===== config.mk =====
export PLATFORM = sky130hd
export DESIGN_NAME = bcc_host_ctrl
export DESIGN_NICKNAME = d
export VERILOG_FILES = /design/src/bcc_host_pkg.sv /design/src/bcc_host_ctrl.sv
export VERILOG_INCLUDE_DIRS = /design/src
export SDC_FILE = /design/constraint.sdc
export NUM_CORES = 1
export LEC_CHECK = 0
export BUFFER_PORTS_ARGS = -buffer_cell sky130_fd_sc_hd__buf_2
export CAP_MARGIN = 40
export CORE_MARGIN = 2
export CORE_UTILIZATION = 35
export DETAILED_ROUTE_END_ITERATION = 8
export GPL_TIMING_DRIVEN = 0
export PLACE_DENSITY_LB_ADDON = 0.1
export SYNTH_ARGS = -nofsm -noshare
export SYNTH_HDL_FRONTEND = slang
export SYNTH_SLANG_ARGS = --single-unit

===== constraint.sdc =====
create_clock -name core_clk_in -period 7.88 [get_ports core_clk_in]
set_input_delay 2.364 -clock core_clk_in [delete_from_list [all_inputs] [get_ports core_clk_in]]
set_output_delay 2.364 -clock core_clk_in [all_outputs]
set_load 0.01 [all_outputs]

===== src/bcc_host_cfg.svh =====
// Register offsets, field positions, reset values and counts of the coder host control.
`ifndef BCC_HOST_CFG_SVH
`define BCC_HOST_CFG_SVH

`define BCC_OFF_SETUP 4'h0
`define BCC_OFF_PARAM 4'h1
`define BCC_OFF_CMD_STAT 4'h2
`define BCC_OFF_IRQ_EN 4'h3

`define BCC_SETUP_RESET 8'h00
`define BCC_PARAM_RESET 8'h00
`define BCC_IRQ_EN_RESET 4'h0

`define BCC_SU_SOFT_RESET 0
`define BCC_SU_OP_LO 1
`define BCC_SU_OP_HI 2
`define BCC_SU_CTX_SRC 3
`define BCC_SU_BIT_SWAP 4
`define BCC_SU_BYTE_SWAP 5
`define BCC_SU_PORT_SEL 6
`define BCC_SU_BUS_WIDTH 7

`define BCC_PA_AT_LO 0
`define BCC_PA_AT_HI 6
`define BCC_PA_TEMPLATE 6
`define BCC_PA_CTX_LATCH 7

`define BCC_CMD_INIT 0
`define BCC_CMD_RUN 1
`define BCC_CMD_TABLE 2
`define BCC_CMD_PAUSE 3

`define BCC_ST_DONE 0
`define BCC_ST_XFER 1
`define BCC_ST_MARKER 2
`define BCC_ST_IRQ 3
`define BCC_ST_STUFF 4
`define BCC_ST_HALTED 5

`define BCC_STUFF_BYTE 8'hff
`define BCC_STUFF_CNT_W 8
`define BCC_CTX_W 12
`define BCC_PIX_W 32

`endif


===== src/bcc_host_pkg.sv =====
// Types shared by the coder host control.
package bcc_host_pkg;

    typedef enum logic [1:0] {
        BCC_OP_CODE = 2'b00,
        BCC_OP_DECODE = 2'b01,
        BCC_OP_THROUGH = 2'b10,
        BCC_OP_SPARE = 2'b11
    } bcc_op_t;

    typedef enum logic [1:0] {
        BCC_RUN_IDLE = 2'b00,
        BCC_RUN_BUSY = 2'b01,
        BCC_RUN_PAUSED = 2'b10,
        BCC_RUN_DRAIN = 2'b11
    } bcc_run_t;

endpackage


===== src/bcc_host_ctrl.sv =====
// Host register bank and command sequencing of the bi-level image coder.
`timescale 1ns/1ns
`include "bcc_host_cfg.svh"

module bcc_host_ctrl (
    input wire logic core_clk_in,
    input wire logic rst_b_in,
    input wire logic cs_b_in,
    input wire logic [3:0] addr_in,
    input wire logic wr_b_in,
    input wire logic rd_b_in,
    input wire logic [15:0] data_in,
    output logic [15:0] data_out,
    output logic data_oe_out,
    input wire logic wide_host_bus_sel_in,
    output logic irq_line_out,
    output logic core_reset_out,
    output logic [1:0] op_select_out,
    output logic context_source_out,
    output logic image_port_select_out,
    output logic image_bus_width_out,
    output logic template_select_out,
    output logic [6:0] adaptive_pixel_offset_out,
    output logic table_init_start_out,
    output logic run_active_out,
    output logic table_access_out,
    output logic flush_out,
    output logic zero_fill_out,
    input wire logic core_init_done_in,
    input wire logic core_lines_done_in,
    input wire logic core_all_read_in,
    input wire logic core_xfer_ready_in,
    input wire logic core_marker_in,
    input wire logic core_code_byte_valid_in,
    input wire logic [7:0] core_code_byte_in,
    input wire logic core_image_idle_in,
    input wire logic core_code_starved_in,
    input wire logic [15:0] core_rd_word_in,
    output logic [15:0] host_rd_word_out,
    input wire logic [15:0] host_wr_word_in,
    output logic [15:0] core_wr_word_out,
    input wire logic [`BCC_PIX_W-1:0] pix_bus_in,
    output logic [`BCC_PIX_W-1:0] pix_word_out,
    input wire logic [`BCC_CTX_W-1:0] context_in,
    input wire logic context_xfer_clock_in,
    output logic [`BCC_CTX_W-1:0] context_out
);

    // Reset release and pin synchronisers.
    logic rst_meta_q;
    logic rst_sync_q;
    logic [21:0] pin_meta_q;
    logic [21:0] pin_sync_q;
    logic [`BCC_CTX_W:0] ctx_meta_q;
    logic [`BCC_CTX_W:0] ctx_sync_q;
    logic [`BCC_PIX_W-1:0] pix_meta_q;
    logic [`BCC_PIX_W-1:0] pix_sync_q;
    logic wr_b_prev_q;
    logic context_xfer_clock_prev_q;
    logic rst_n;

    // Registers.
    logic [7:0] setup_q;
    logic [7:0] param_q;
    logic [3:0] irq_en_q;
    logic init_cmd_q;
    logic run_cmd_q;
    logic table_cmd_q;
    logic pause_sel_q;
    bcc_host_pkg::bcc_run_t run_state_q;
    logic done_q;
    logic marker_q;
    logic stuff_ovf_q;
    logic halted_q;
    logic [`BCC_STUFF_CNT_W-1:0] stuff_cnt_q;
    logic [`BCC_CTX_W-1:0] ctx_latch_q;

    logic cs_s;
    logic wr_s;
    logic rd_s;
    logic [3:0] addr_s;
    logic [15:0] wdata_s;
    logic wr_done;
    logic soft_rst;
    logic cmd_wr;
    logic init_go;
    logic run_go;
    logic paused_evt;
    logic [7:0] status;
    logic coding;
    logic decoding;
    logic context_xfer_clock_rise;

    // Bits within a byte are mirrored, then halves swapped on a wide bus.
    function automatic logic [15:0] bcc_order(input logic [15:0] w,
                                               input logic bit_sw,
                                               input logic byte_sw,
                                               input logic wide);
        logic [15:0] r;
        r = w;
        if (bit_sw) begin
            for (int i = 0; i < 8; i++) begin
                r[i] = w[7-i];
                r[8+i] = w[15-i];
            end
        end
        if (byte_sw && wide) begin
            r = {r[7:0], r[15:8]};
        end
        if (!wide) begin
            r[15:8] = 8'h00;
        end
        return r;
    endfunction

    // Asynchronous assert, synchronous release of the reset.
    always_ff @(posedge core_clk_in or negedge rst_b_in) begin
        if (!rst_b_in) begin
            rst_meta_q <= 1'b0;
            rst_sync_q <= 1'b0;
        end else begin
            rst_meta_q <= 1'b1;
            rst_sync_q <= rst_meta_q;
        end
    end

    assign rst_n = rst_sync_q;

    // Host strobes are asynchronous, so every bit passes two flops first.
    always_ff @(posedge core_clk_in or negedge rst_n) begin
        if (!rst_n) begin
            pin_meta_q <= 22'h3;
            pin_sync_q <= 22'h3;
            wr_b_prev_q <= 1'b1;
        end else begin
            pin_meta_q <= {data_in, addr_in, rd_b_in, cs_b_in};
            pin_sync_q <= pin_meta_q;
            wr_b_prev_q <= wr_s;
        end
    end

    // Write strobe is taken through its own two flops, the same depth as data, address and select.
    logic wr_meta_q;
    logic wr_sync_q;
    always_ff @(posedge core_clk_in or negedge rst_n) begin
        if (!rst_n) begin
            wr_meta_q <= 1'b1;
            wr_sync_q <= 1'b1;
        end else begin
            wr_meta_q <= wr_b_in;
            wr_sync_q <= wr_meta_q;
        end
    end

    assign cs_s = ~pin_sync_q[0];
    assign rd_s = ~pin_sync_q[1];
    assign addr_s = pin_sync_q[5:2];
    assign wdata_s = pin_sync_q[21:6];
    assign wr_s = wr_sync_q;
    // A write is taken at the trailing edge of the strobe.
    assign wr_done = wr_s && !wr_b_prev_q && cs_s;
    assign cmd_wr = wr_done && (addr_s == `BCC_OFF_CMD_STAT);

    always_ff @(posedge core_clk_in or negedge rst_n) begin
        if (!rst_n) begin
            pix_meta_q <= '0;
            pix_sync_q <= '0;
            ctx_meta_q <= '0;
            ctx_sync_q <= '0;
            context_xfer_clock_prev_q <= 1'b0;
        end else begin
            pix_meta_q <= pix_bus_in;
            pix_sync_q <= pix_meta_q;
            ctx_meta_q <= {context_xfer_clock_in, context_in};
            ctx_sync_q <= ctx_meta_q;
            context_xfer_clock_prev_q <= ctx_sync_q[`BCC_CTX_W];
        end
    end

    assign context_xfer_clock_rise = ctx_sync_q[`BCC_CTX_W] && !context_xfer_clock_prev_q;

    // The reset bit itself survives soft reset so the host can release it.
    always_ff @(posedge core_clk_in or negedge rst_n) begin
        if (!rst_n) begin
            setup_q <= `BCC_SETUP_RESET;
        end else if (wr_done && addr_s == `BCC_OFF_SETUP) begin
            setup_q <= wdata_s[7:0];
        end else if (soft_rst) begin
            setup_q <= `BCC_SETUP_RESET | 8'h01;
        end
    end

    assign soft_rst = setup_q[`BCC_SU_SOFT_RESET];
    assign coding = setup_q[`BCC_SU_OP_HI:`BCC_SU_OP_LO] ==
                    bcc_host_pkg::BCC_OP_CODE;
    assign decoding = setup_q[`BCC_SU_OP_HI:`BCC_SU_OP_LO] ==
                      bcc_host_pkg::BCC_OP_DECODE;

    always_ff @(posedge core_clk_in or negedge rst_n) begin
        if (!rst_n) begin
            param_q <= `BCC_PARAM_RESET;
            irq_en_q <= `BCC_IRQ_EN_RESET;
        end else if (soft_rst) begin
            param_q <= `BCC_PARAM_RESET;
            irq_en_q <= `BCC_IRQ_EN_RESET;
        end else if (wr_done) begin
            if (addr_s == `BCC_OFF_PARAM) begin
                param_q <= wdata_s[7:0];
            end
            if (addr_s == `BCC_OFF_IRQ_EN) begin
                irq_en_q <= wdata_s[3:0];
            end
        end
    end

    assign init_go = cmd_wr && wdata_s[`BCC_CMD_INIT];
    assign run_go = cmd_wr && wdata_s[`BCC_CMD_RUN];
    assign paused_evt = (run_state_q == bcc_host_pkg::BCC_RUN_BUSY) &&
                        core_lines_done_in && pause_sel_q;

    // A host write of one beats a completion in the same cycle.
    always_ff @(posedge core_clk_in or negedge rst_n) begin
        if (!rst_n) begin
            init_cmd_q <= 1'b0;
            table_cmd_q <= 1'b0;
            pause_sel_q <= 1'b0;
        end else if (soft_rst) begin
            init_cmd_q <= 1'b0;
            table_cmd_q <= 1'b0;
            pause_sel_q <= 1'b0;
        end else if (cmd_wr) begin
            init_cmd_q <= wdata_s[`BCC_CMD_INIT] |
                          (init_cmd_q & ~core_init_done_in);
            table_cmd_q <= wdata_s[`BCC_CMD_TABLE];
            pause_sel_q <= wdata_s[`BCC_CMD_PAUSE];
        end else if (core_init_done_in) begin
            init_cmd_q <= 1'b0;
        end
    end

    // Run sequencing: busy, halted at a pause, or draining after the end.
    always_ff @(posedge core_clk_in or negedge rst_n) begin
        if (!rst_n) begin
            run_state_q <= bcc_host_pkg::BCC_RUN_IDLE;
            run_cmd_q <= 1'b0;
        end else if (soft_rst) begin
            run_state_q <= bcc_host_pkg::BCC_RUN_IDLE;
            run_cmd_q <= 1'b0;
        end else if (run_go) begin
            run_state_q <= bcc_host_pkg::BCC_RUN_BUSY;
            run_cmd_q <= 1'b1;
        end else begin
            if (cmd_wr) begin
                run_cmd_q <= 1'b0;
            end
            unique case (run_state_q)
                bcc_host_pkg::BCC_RUN_IDLE: begin
                    run_state_q <= bcc_host_pkg::BCC_RUN_IDLE;
                end
                bcc_host_pkg::BCC_RUN_BUSY: begin
                    if (core_lines_done_in && pause_sel_q) begin
                        run_state_q <= bcc_host_pkg::BCC_RUN_PAUSED;
                        run_cmd_q <= 1'b0;
                    end else if (core_lines_done_in) begin
                        run_state_q <= bcc_host_pkg::BCC_RUN_DRAIN;
                        run_cmd_q <= 1'b0;
                    end else if (!run_cmd_q && coding && core_image_idle_in) begin
                        run_state_q <= bcc_host_pkg::BCC_RUN_DRAIN;
                    end
                end
                bcc_host_pkg::BCC_RUN_PAUSED: begin
                    run_state_q <= bcc_host_pkg::BCC_RUN_PAUSED;
                end
                bcc_host_pkg::BCC_RUN_DRAIN: begin
                    if (core_all_read_in) begin
                        run_state_q <= bcc_host_pkg::BCC_RUN_IDLE;
                    end
                end
            endcase
        end
    end

    // Done, marker and halted flags; the setting event wins over a restart.
    always_ff @(posedge core_clk_in or negedge rst_n) begin
        if (!rst_n) begin
            done_q <= 1'b0;
            marker_q <= 1'b0;
            halted_q <= 1'b0;
        end else if (soft_rst) begin
            done_q <= 1'b0;
            marker_q <= 1'b0;
            halted_q <= 1'b0;
        end else begin
            if ((init_cmd_q && core_init_done_in) ||
                (run_state_q == bcc_host_pkg::BCC_RUN_DRAIN &&
                 core_all_read_in)) begin
                done_q <= 1'b1;
            end else if (init_go || run_go) begin
                done_q <= 1'b0;
            end
            if (decoding && core_marker_in) begin
                marker_q <= 1'b1;
            end else if (run_go) begin
                marker_q <= 1'b0;
            end
            if (paused_evt) begin
                halted_q <= 1'b1;
            end else if (run_go) begin
                halted_q <= 1'b0;
            end
        end
    end

    // Stuffing counter wraps; the overflow is sticky but coding goes on.
    always_ff @(posedge core_clk_in or negedge rst_n) begin
        if (!rst_n) begin
            stuff_cnt_q <= '0;
            stuff_ovf_q <= 1'b0;
        end else if (soft_rst) begin
            stuff_cnt_q <= '0;
            stuff_ovf_q <= 1'b0;
        end else if (coding && core_code_byte_valid_in &&
                     core_code_byte_in == `BCC_STUFF_BYTE) begin
            stuff_cnt_q <= stuff_cnt_q + 1'b1;
            if (&stuff_cnt_q) begin
                stuff_ovf_q <= 1'b1;
            end
        end else if (init_go || (run_go && run_state_q ==
                                 bcc_host_pkg::BCC_RUN_IDLE)) begin
            stuff_cnt_q <= '0;
        end
    end

    // A pause raises the done-slot request even though done stays low.
    always_comb begin
        status = 8'h00;
        status[`BCC_ST_DONE] = done_q;
        status[`BCC_ST_XFER] = core_xfer_ready_in;
        status[`BCC_ST_MARKER] = marker_q;
        status[`BCC_ST_STUFF] = stuff_ovf_q;
        status[`BCC_ST_HALTED] = halted_q;
        status[`BCC_ST_IRQ] = (irq_en_q[0] & (done_q | halted_q)) |
                              (irq_en_q[1] & core_xfer_ready_in) |
                              (irq_en_q[2] & marker_q) |
                              (irq_en_q[3] & stuff_ovf_q);
    end

    // Host read port and interrupt line.
    always_ff @(posedge core_clk_in or negedge rst_n) begin
        if (!rst_n) begin
            data_out <= 16'h0000;
            data_oe_out <= 1'b0;
            irq_line_out <= 1'b0;
        end else begin
            data_oe_out <= cs_s && rd_s;
            irq_line_out <= status[`BCC_ST_IRQ];
            unique case (addr_s)
                `BCC_OFF_SETUP: data_out <= {8'h00, setup_q};
                `BCC_OFF_PARAM: data_out <= {8'h00, param_q};
                `BCC_OFF_CMD_STAT: data_out <= {8'h00, status};
                `BCC_OFF_IRQ_EN: data_out <= {12'h000, irq_en_q};
                default: data_out <= 16'h0000;
            endcase
        end
    end

    // Configuration and command outputs towards the coding core.
    always_ff @(posedge core_clk_in or negedge rst_n) begin
        if (!rst_n) begin
            core_reset_out <= 1'b1;
            op_select_out <= 2'b00;
            context_source_out <= 1'b0;
            image_port_select_out <= 1'b0;
            image_bus_width_out <= 1'b0;
            template_select_out <= 1'b0;
            adaptive_pixel_offset_out <= 7'h00;
            table_init_start_out <= 1'b0;
            run_active_out <= 1'b0;
            table_access_out <= 1'b0;
            flush_out <= 1'b0;
            zero_fill_out <= 1'b0;
        end else begin
            core_reset_out <= soft_rst;
            op_select_out <= setup_q[`BCC_SU_OP_HI:`BCC_SU_OP_LO];
            context_source_out <= setup_q[`BCC_SU_CTX_SRC];
            image_port_select_out <= setup_q[`BCC_SU_PORT_SEL];
            image_bus_width_out <= setup_q[`BCC_SU_BUS_WIDTH];
            template_select_out <= param_q[`BCC_PA_TEMPLATE];
            adaptive_pixel_offset_out <= param_q[`BCC_PA_AT_HI:`BCC_PA_AT_LO];
            table_init_start_out <= init_go;
            // Soft reset masks run and table access at once, ahead of the state clearing.
            run_active_out <= !soft_rst &&
                              run_state_q == bcc_host_pkg::BCC_RUN_BUSY;
            table_access_out <= table_cmd_q && !soft_rst;
            flush_out <= coding && !run_cmd_q && core_image_idle_in &&
                         run_state_q == bcc_host_pkg::BCC_RUN_BUSY;
            zero_fill_out <= decoding && !run_cmd_q && core_code_starved_in &&
                             run_state_q == bcc_host_pkg::BCC_RUN_BUSY;
        end
    end

    // Host data ordering and parallel pixel and context paths.
    always_ff @(posedge core_clk_in or negedge rst_n) begin
        if (!rst_n) begin
            host_rd_word_out <= 16'h0000;
            core_wr_word_out <= 16'h0000;
            pix_word_out <= '0;
            ctx_latch_q <= '0;
            context_out <= '0;
        end else begin
            host_rd_word_out <= bcc_order(core_rd_word_in,
                                          setup_q[`BCC_SU_BIT_SWAP],
                                          setup_q[`BCC_SU_BYTE_SWAP],
                                          wide_host_bus_sel_in);
            core_wr_word_out <= bcc_order(host_wr_word_in,
                                          setup_q[`BCC_SU_BIT_SWAP],
                                          setup_q[`BCC_SU_BYTE_SWAP],
                                          wide_host_bus_sel_in);
            if (setup_q[`BCC_SU_BUS_WIDTH]) begin
                pix_word_out <= {16'h0000, pix_sync_q[15:0]};
            end else begin
                pix_word_out <= pix_sync_q;
            end
            if (context_xfer_clock_rise) begin
                ctx_latch_q <= ctx_sync_q[`BCC_CTX_W-1:0];
            end
            if (param_q[`BCC_PA_CTX_LATCH]) begin
                context_out <= ctx_latch_q;
            end else begin
                context_out <= ctx_sync_q[`BCC_CTX_W-1:0];
            end
        end
    end

endmodule


==> flow_metrics.tcl <==
set metrics [dict create \
    cts-root-buf "clkbuf_16" \
    period_share 0.453 \
    area_growth_pct 27.5 \
    cts_setup_buffers 0 \
    antenna_found_initial 2 \
    via_per_inst 4.60 \
    synthArstFlopShare 1.00 \
    dr.pass1.iters 4 \
    synth.distinct_cells 45 \
    via_count 5568 \
    cts_tree "yes" \
    drc 0 \
    die_y_um 168 \
    multi_input_area_sq_um 2290 \
    clkLatencyLatePin_ps 540 \
    htree_levels 1 \
    crit_slowest_cell "dfrtp_1" \
    clock-sinks 278 \
    start_util 0.353 \
    cp.arrival_ps 1210 \
    path_cells "buf_4 -> buf_2" \
    rr_startpoint "wr_s" \
    fin_worst_skew_ps 10.4 \
    crit_path_max_incr_delay_ps 410 \
    path_max_fanout 2 \
    synth_area_per_cell_sq_um 16.0 \
    rsz0062_at_grt "false" \
    status "finished, final reports clean" \
    period_minus_slack_ps 3570 \
    grtUsageTotal 0.142 \
    antenna_left 0 \
    synth-edff-count 0 \
    grt_overflow_total 0 \
    cts_resized 0 \
    synth.area.top_cells "dfrtp_1 (72%), mux2i_1 (5.1%), mux4_2 (4.5%), mux2_2 (3.0%), dfstp_2 (2.2%)" \
    yosysTopAreaCellShare 0.717 \
    fin_total_pwr_mw 3.12 \
    io_pins 232 \
    hold_slack_ps 247 \
    relSlewSlack 0.581 \
    fillers 2440 \
    drv_cap 0 \
    worstSetupStartpointType "flip-flop" \
    hpwl_um 13700 \
    clock_path_buffers 3 \
    setup_viol 0 \
    dieArea_sq_um 28300 \
    ys_ff_latch 278 \
    rrSetupSlack_ps 5880 \
    startpoint "adaptive_pixel_offset_out[6]" \
    crit_cells 2 \
    first_global_vias 5922 \
    critical_path_class "reg -> out" \
    pwr_density_cell_nw_per_um2 260 \
    max_freq_mhz 280 \
    nets 970 \
    reg2reg_depth 5 \
    core_sq_um 26700 \
    hp-class "reg -> async" \
    synth-seq-area-share 0.739 \
    reg2reg_to "setup_q[7]" \
    port_buffers 215 \
    dp_cells 1157 \
    wl_um 19700 \
    critPathCaptureType "output pin" \
    final_hold_viol_count 0 \
    chipWidth_um 168 \
    leakagePower_nw 5.82 \
    tns_ps 0 \
    drive_gt1_frac 0.392 \
    synth_ff_type "dfrtp_1" \
    syn-instance-count 589 \
    critPathBufInv 2 \
    grt_max_degree 72 \
    numCtsBuffers 29 \
    critical_path_required_ps 5520 \
    clk_pin_slew_ps 50 \
    path_delay_family "flip-flops" \
    place_congestion 0.802 \
    instances_no_fill 1210 \
    maxSlewViolCount 0 \
    detail_route.wl_per_cell_um 16.3 \
    cp-endpoint "adaptive_pixel_offset_out[6]" \
    syn_area_sq_um 9420 \
    yosysTopAreaCell "dfrtp_1" \
    rows 60 \
    grt_pass1_wl_um 31900 \
    vdd_drop_max_mv 0.137 \
    ys_warn_count 0 \
    ff_latch_area_sq_um 6970 \
    tightest_slew_ps 629 \
    drt_iter0_drc 211 \
    ctsHoldBuffers 0 \
]
==> stage by stage <==
step | cell area [sq um] | setup slack, ps | util
after floorplan | 9450 | 3330 | -
after CTS | 12000 | 4260 | 0.450
after detailed placement | 11100 | 4100 | 0.415
after global routing | 12000 | 4270 | 0.450
final | 12000 | 4310 | 0.450
after global placement | 11000 | 1880 | 0.410
==> registers in the layout, indices dropped and copies added, names as in the netlist, 2 cells and up <==
name                       count
pix_meta_q                    32
pix_sync_q                    32
pix_word_out                  32
core_wr_word_out              16
host_rd_word_out              16
pin_meta_q                    14
pin_sync_q                    14
ctx_meta_q                    13
ctx_sync_q                    13
context_out                   12
ctx_latch_q                   12
data_out                       8
param_q                        8
setup_q                        8
stuff_cnt_q                    8
adaptive_pixel_offset_out      7
irq_en_q                       4
op_select_out                  2
run_state_q                    2
==> final cells by class <==
cell class	count	area share
clock inverter	9	0.00843
buffer	31	0.0142
antenna	1	0.000208
tap	341	0.0355
inverter	7	0.00219
timing repair buffer	220	0.100
multi-input combinational	280	0.190
sequential	278	0.580
clock buffer	43	0.0689
==> worst min path at each step <==
stage,start,endpoint,cells past startpoint
floorplan,rst_meta_q,rst_n,0
global placement,pix_sync_q[1],pix_word_out[1],0
detailed placement,rst_n,pix_sync_q[15],0
CTS,rst_n,setup_q[7],0
global route,rst_n,pix_sync_q[15],0
finish,rst_n,pix_sync_q[15],0
==> kinds of logic after synthesis <==
kind of cell    Yosys count  share of synthesized area
simple gates            135                     0.0787
fa+ha+maj                 4                    0.00531
buf+inv                  38                     0.0208
compound gates           39                     0.0259
mux                      93                      0.129
other cells               2                   0.000797
flops                   278                      0.739
==> cells in the mapped netlist, types with 2 or more instances <==
library cell	count
or3_1	3
buf_4	9
a21o_1	2
nand3_1	15
dfstp_2	8
mux2i_1	48
o21a_1	2
nor2b_1	23
mux4_2	19
and3_1	4
buf_2	10
a31oi_1	4
nor3_1	4
ha_1	4
conb_1	2
a21oi_1	11
nand2_1	29
dfrtp_1	270
nor2_1	24
clkbuf_1	7
buf_1	4
inv_1	7
nand4_1	4
a22oi_1	2
nand2b_1	2
o21ai_0	11
mux2_2	25
nor4b_4	2
and2_1	18
==> cell usage in the layout (no fill, tap or decap), types with 5 or more instances in the layout <==
master	synthesis	final
dfstp_2	8	8
clkbuf_1	7	16
clkinv_2	0	5
mux4_2	19	19
nor2b_1	23	23
buf_2	10	225
and2_1	18	18
nand2_1	29	29
clkbuf_16	0	29
mux2i_1	48	48
dfrtp_1	270	269
clkbuf_8	0	5
nand3_1	15	15
a21oi_1	11	11
mux2_2	25	25
inv_1	7	7
nor2_1	24	24
o21ai_0	11	11
buf_4	9	9
conb_1	2	9
==> layer usage <==
metal,GRT usage,share of wire
met5,0,0.00066
met1,0.184,0.42
met2,0.229,0.47
met4,0.0480,0.027
met3,0.0447,0.083
==> where the power goes <==
| group | switching (mW) | total (mW) | leakage [nW] | internal (mW) |
|---|---|---|---|---|
| clock | 0.527 | 1.32 | 0.456 | 0.788 |
| sequential | 0.0407 | 1.56 | 3.39 | 1.52 |
| combinational | 0.131 | 0.246 | 1.97 | 0.115 |
(Power assumes the default switching activity.)
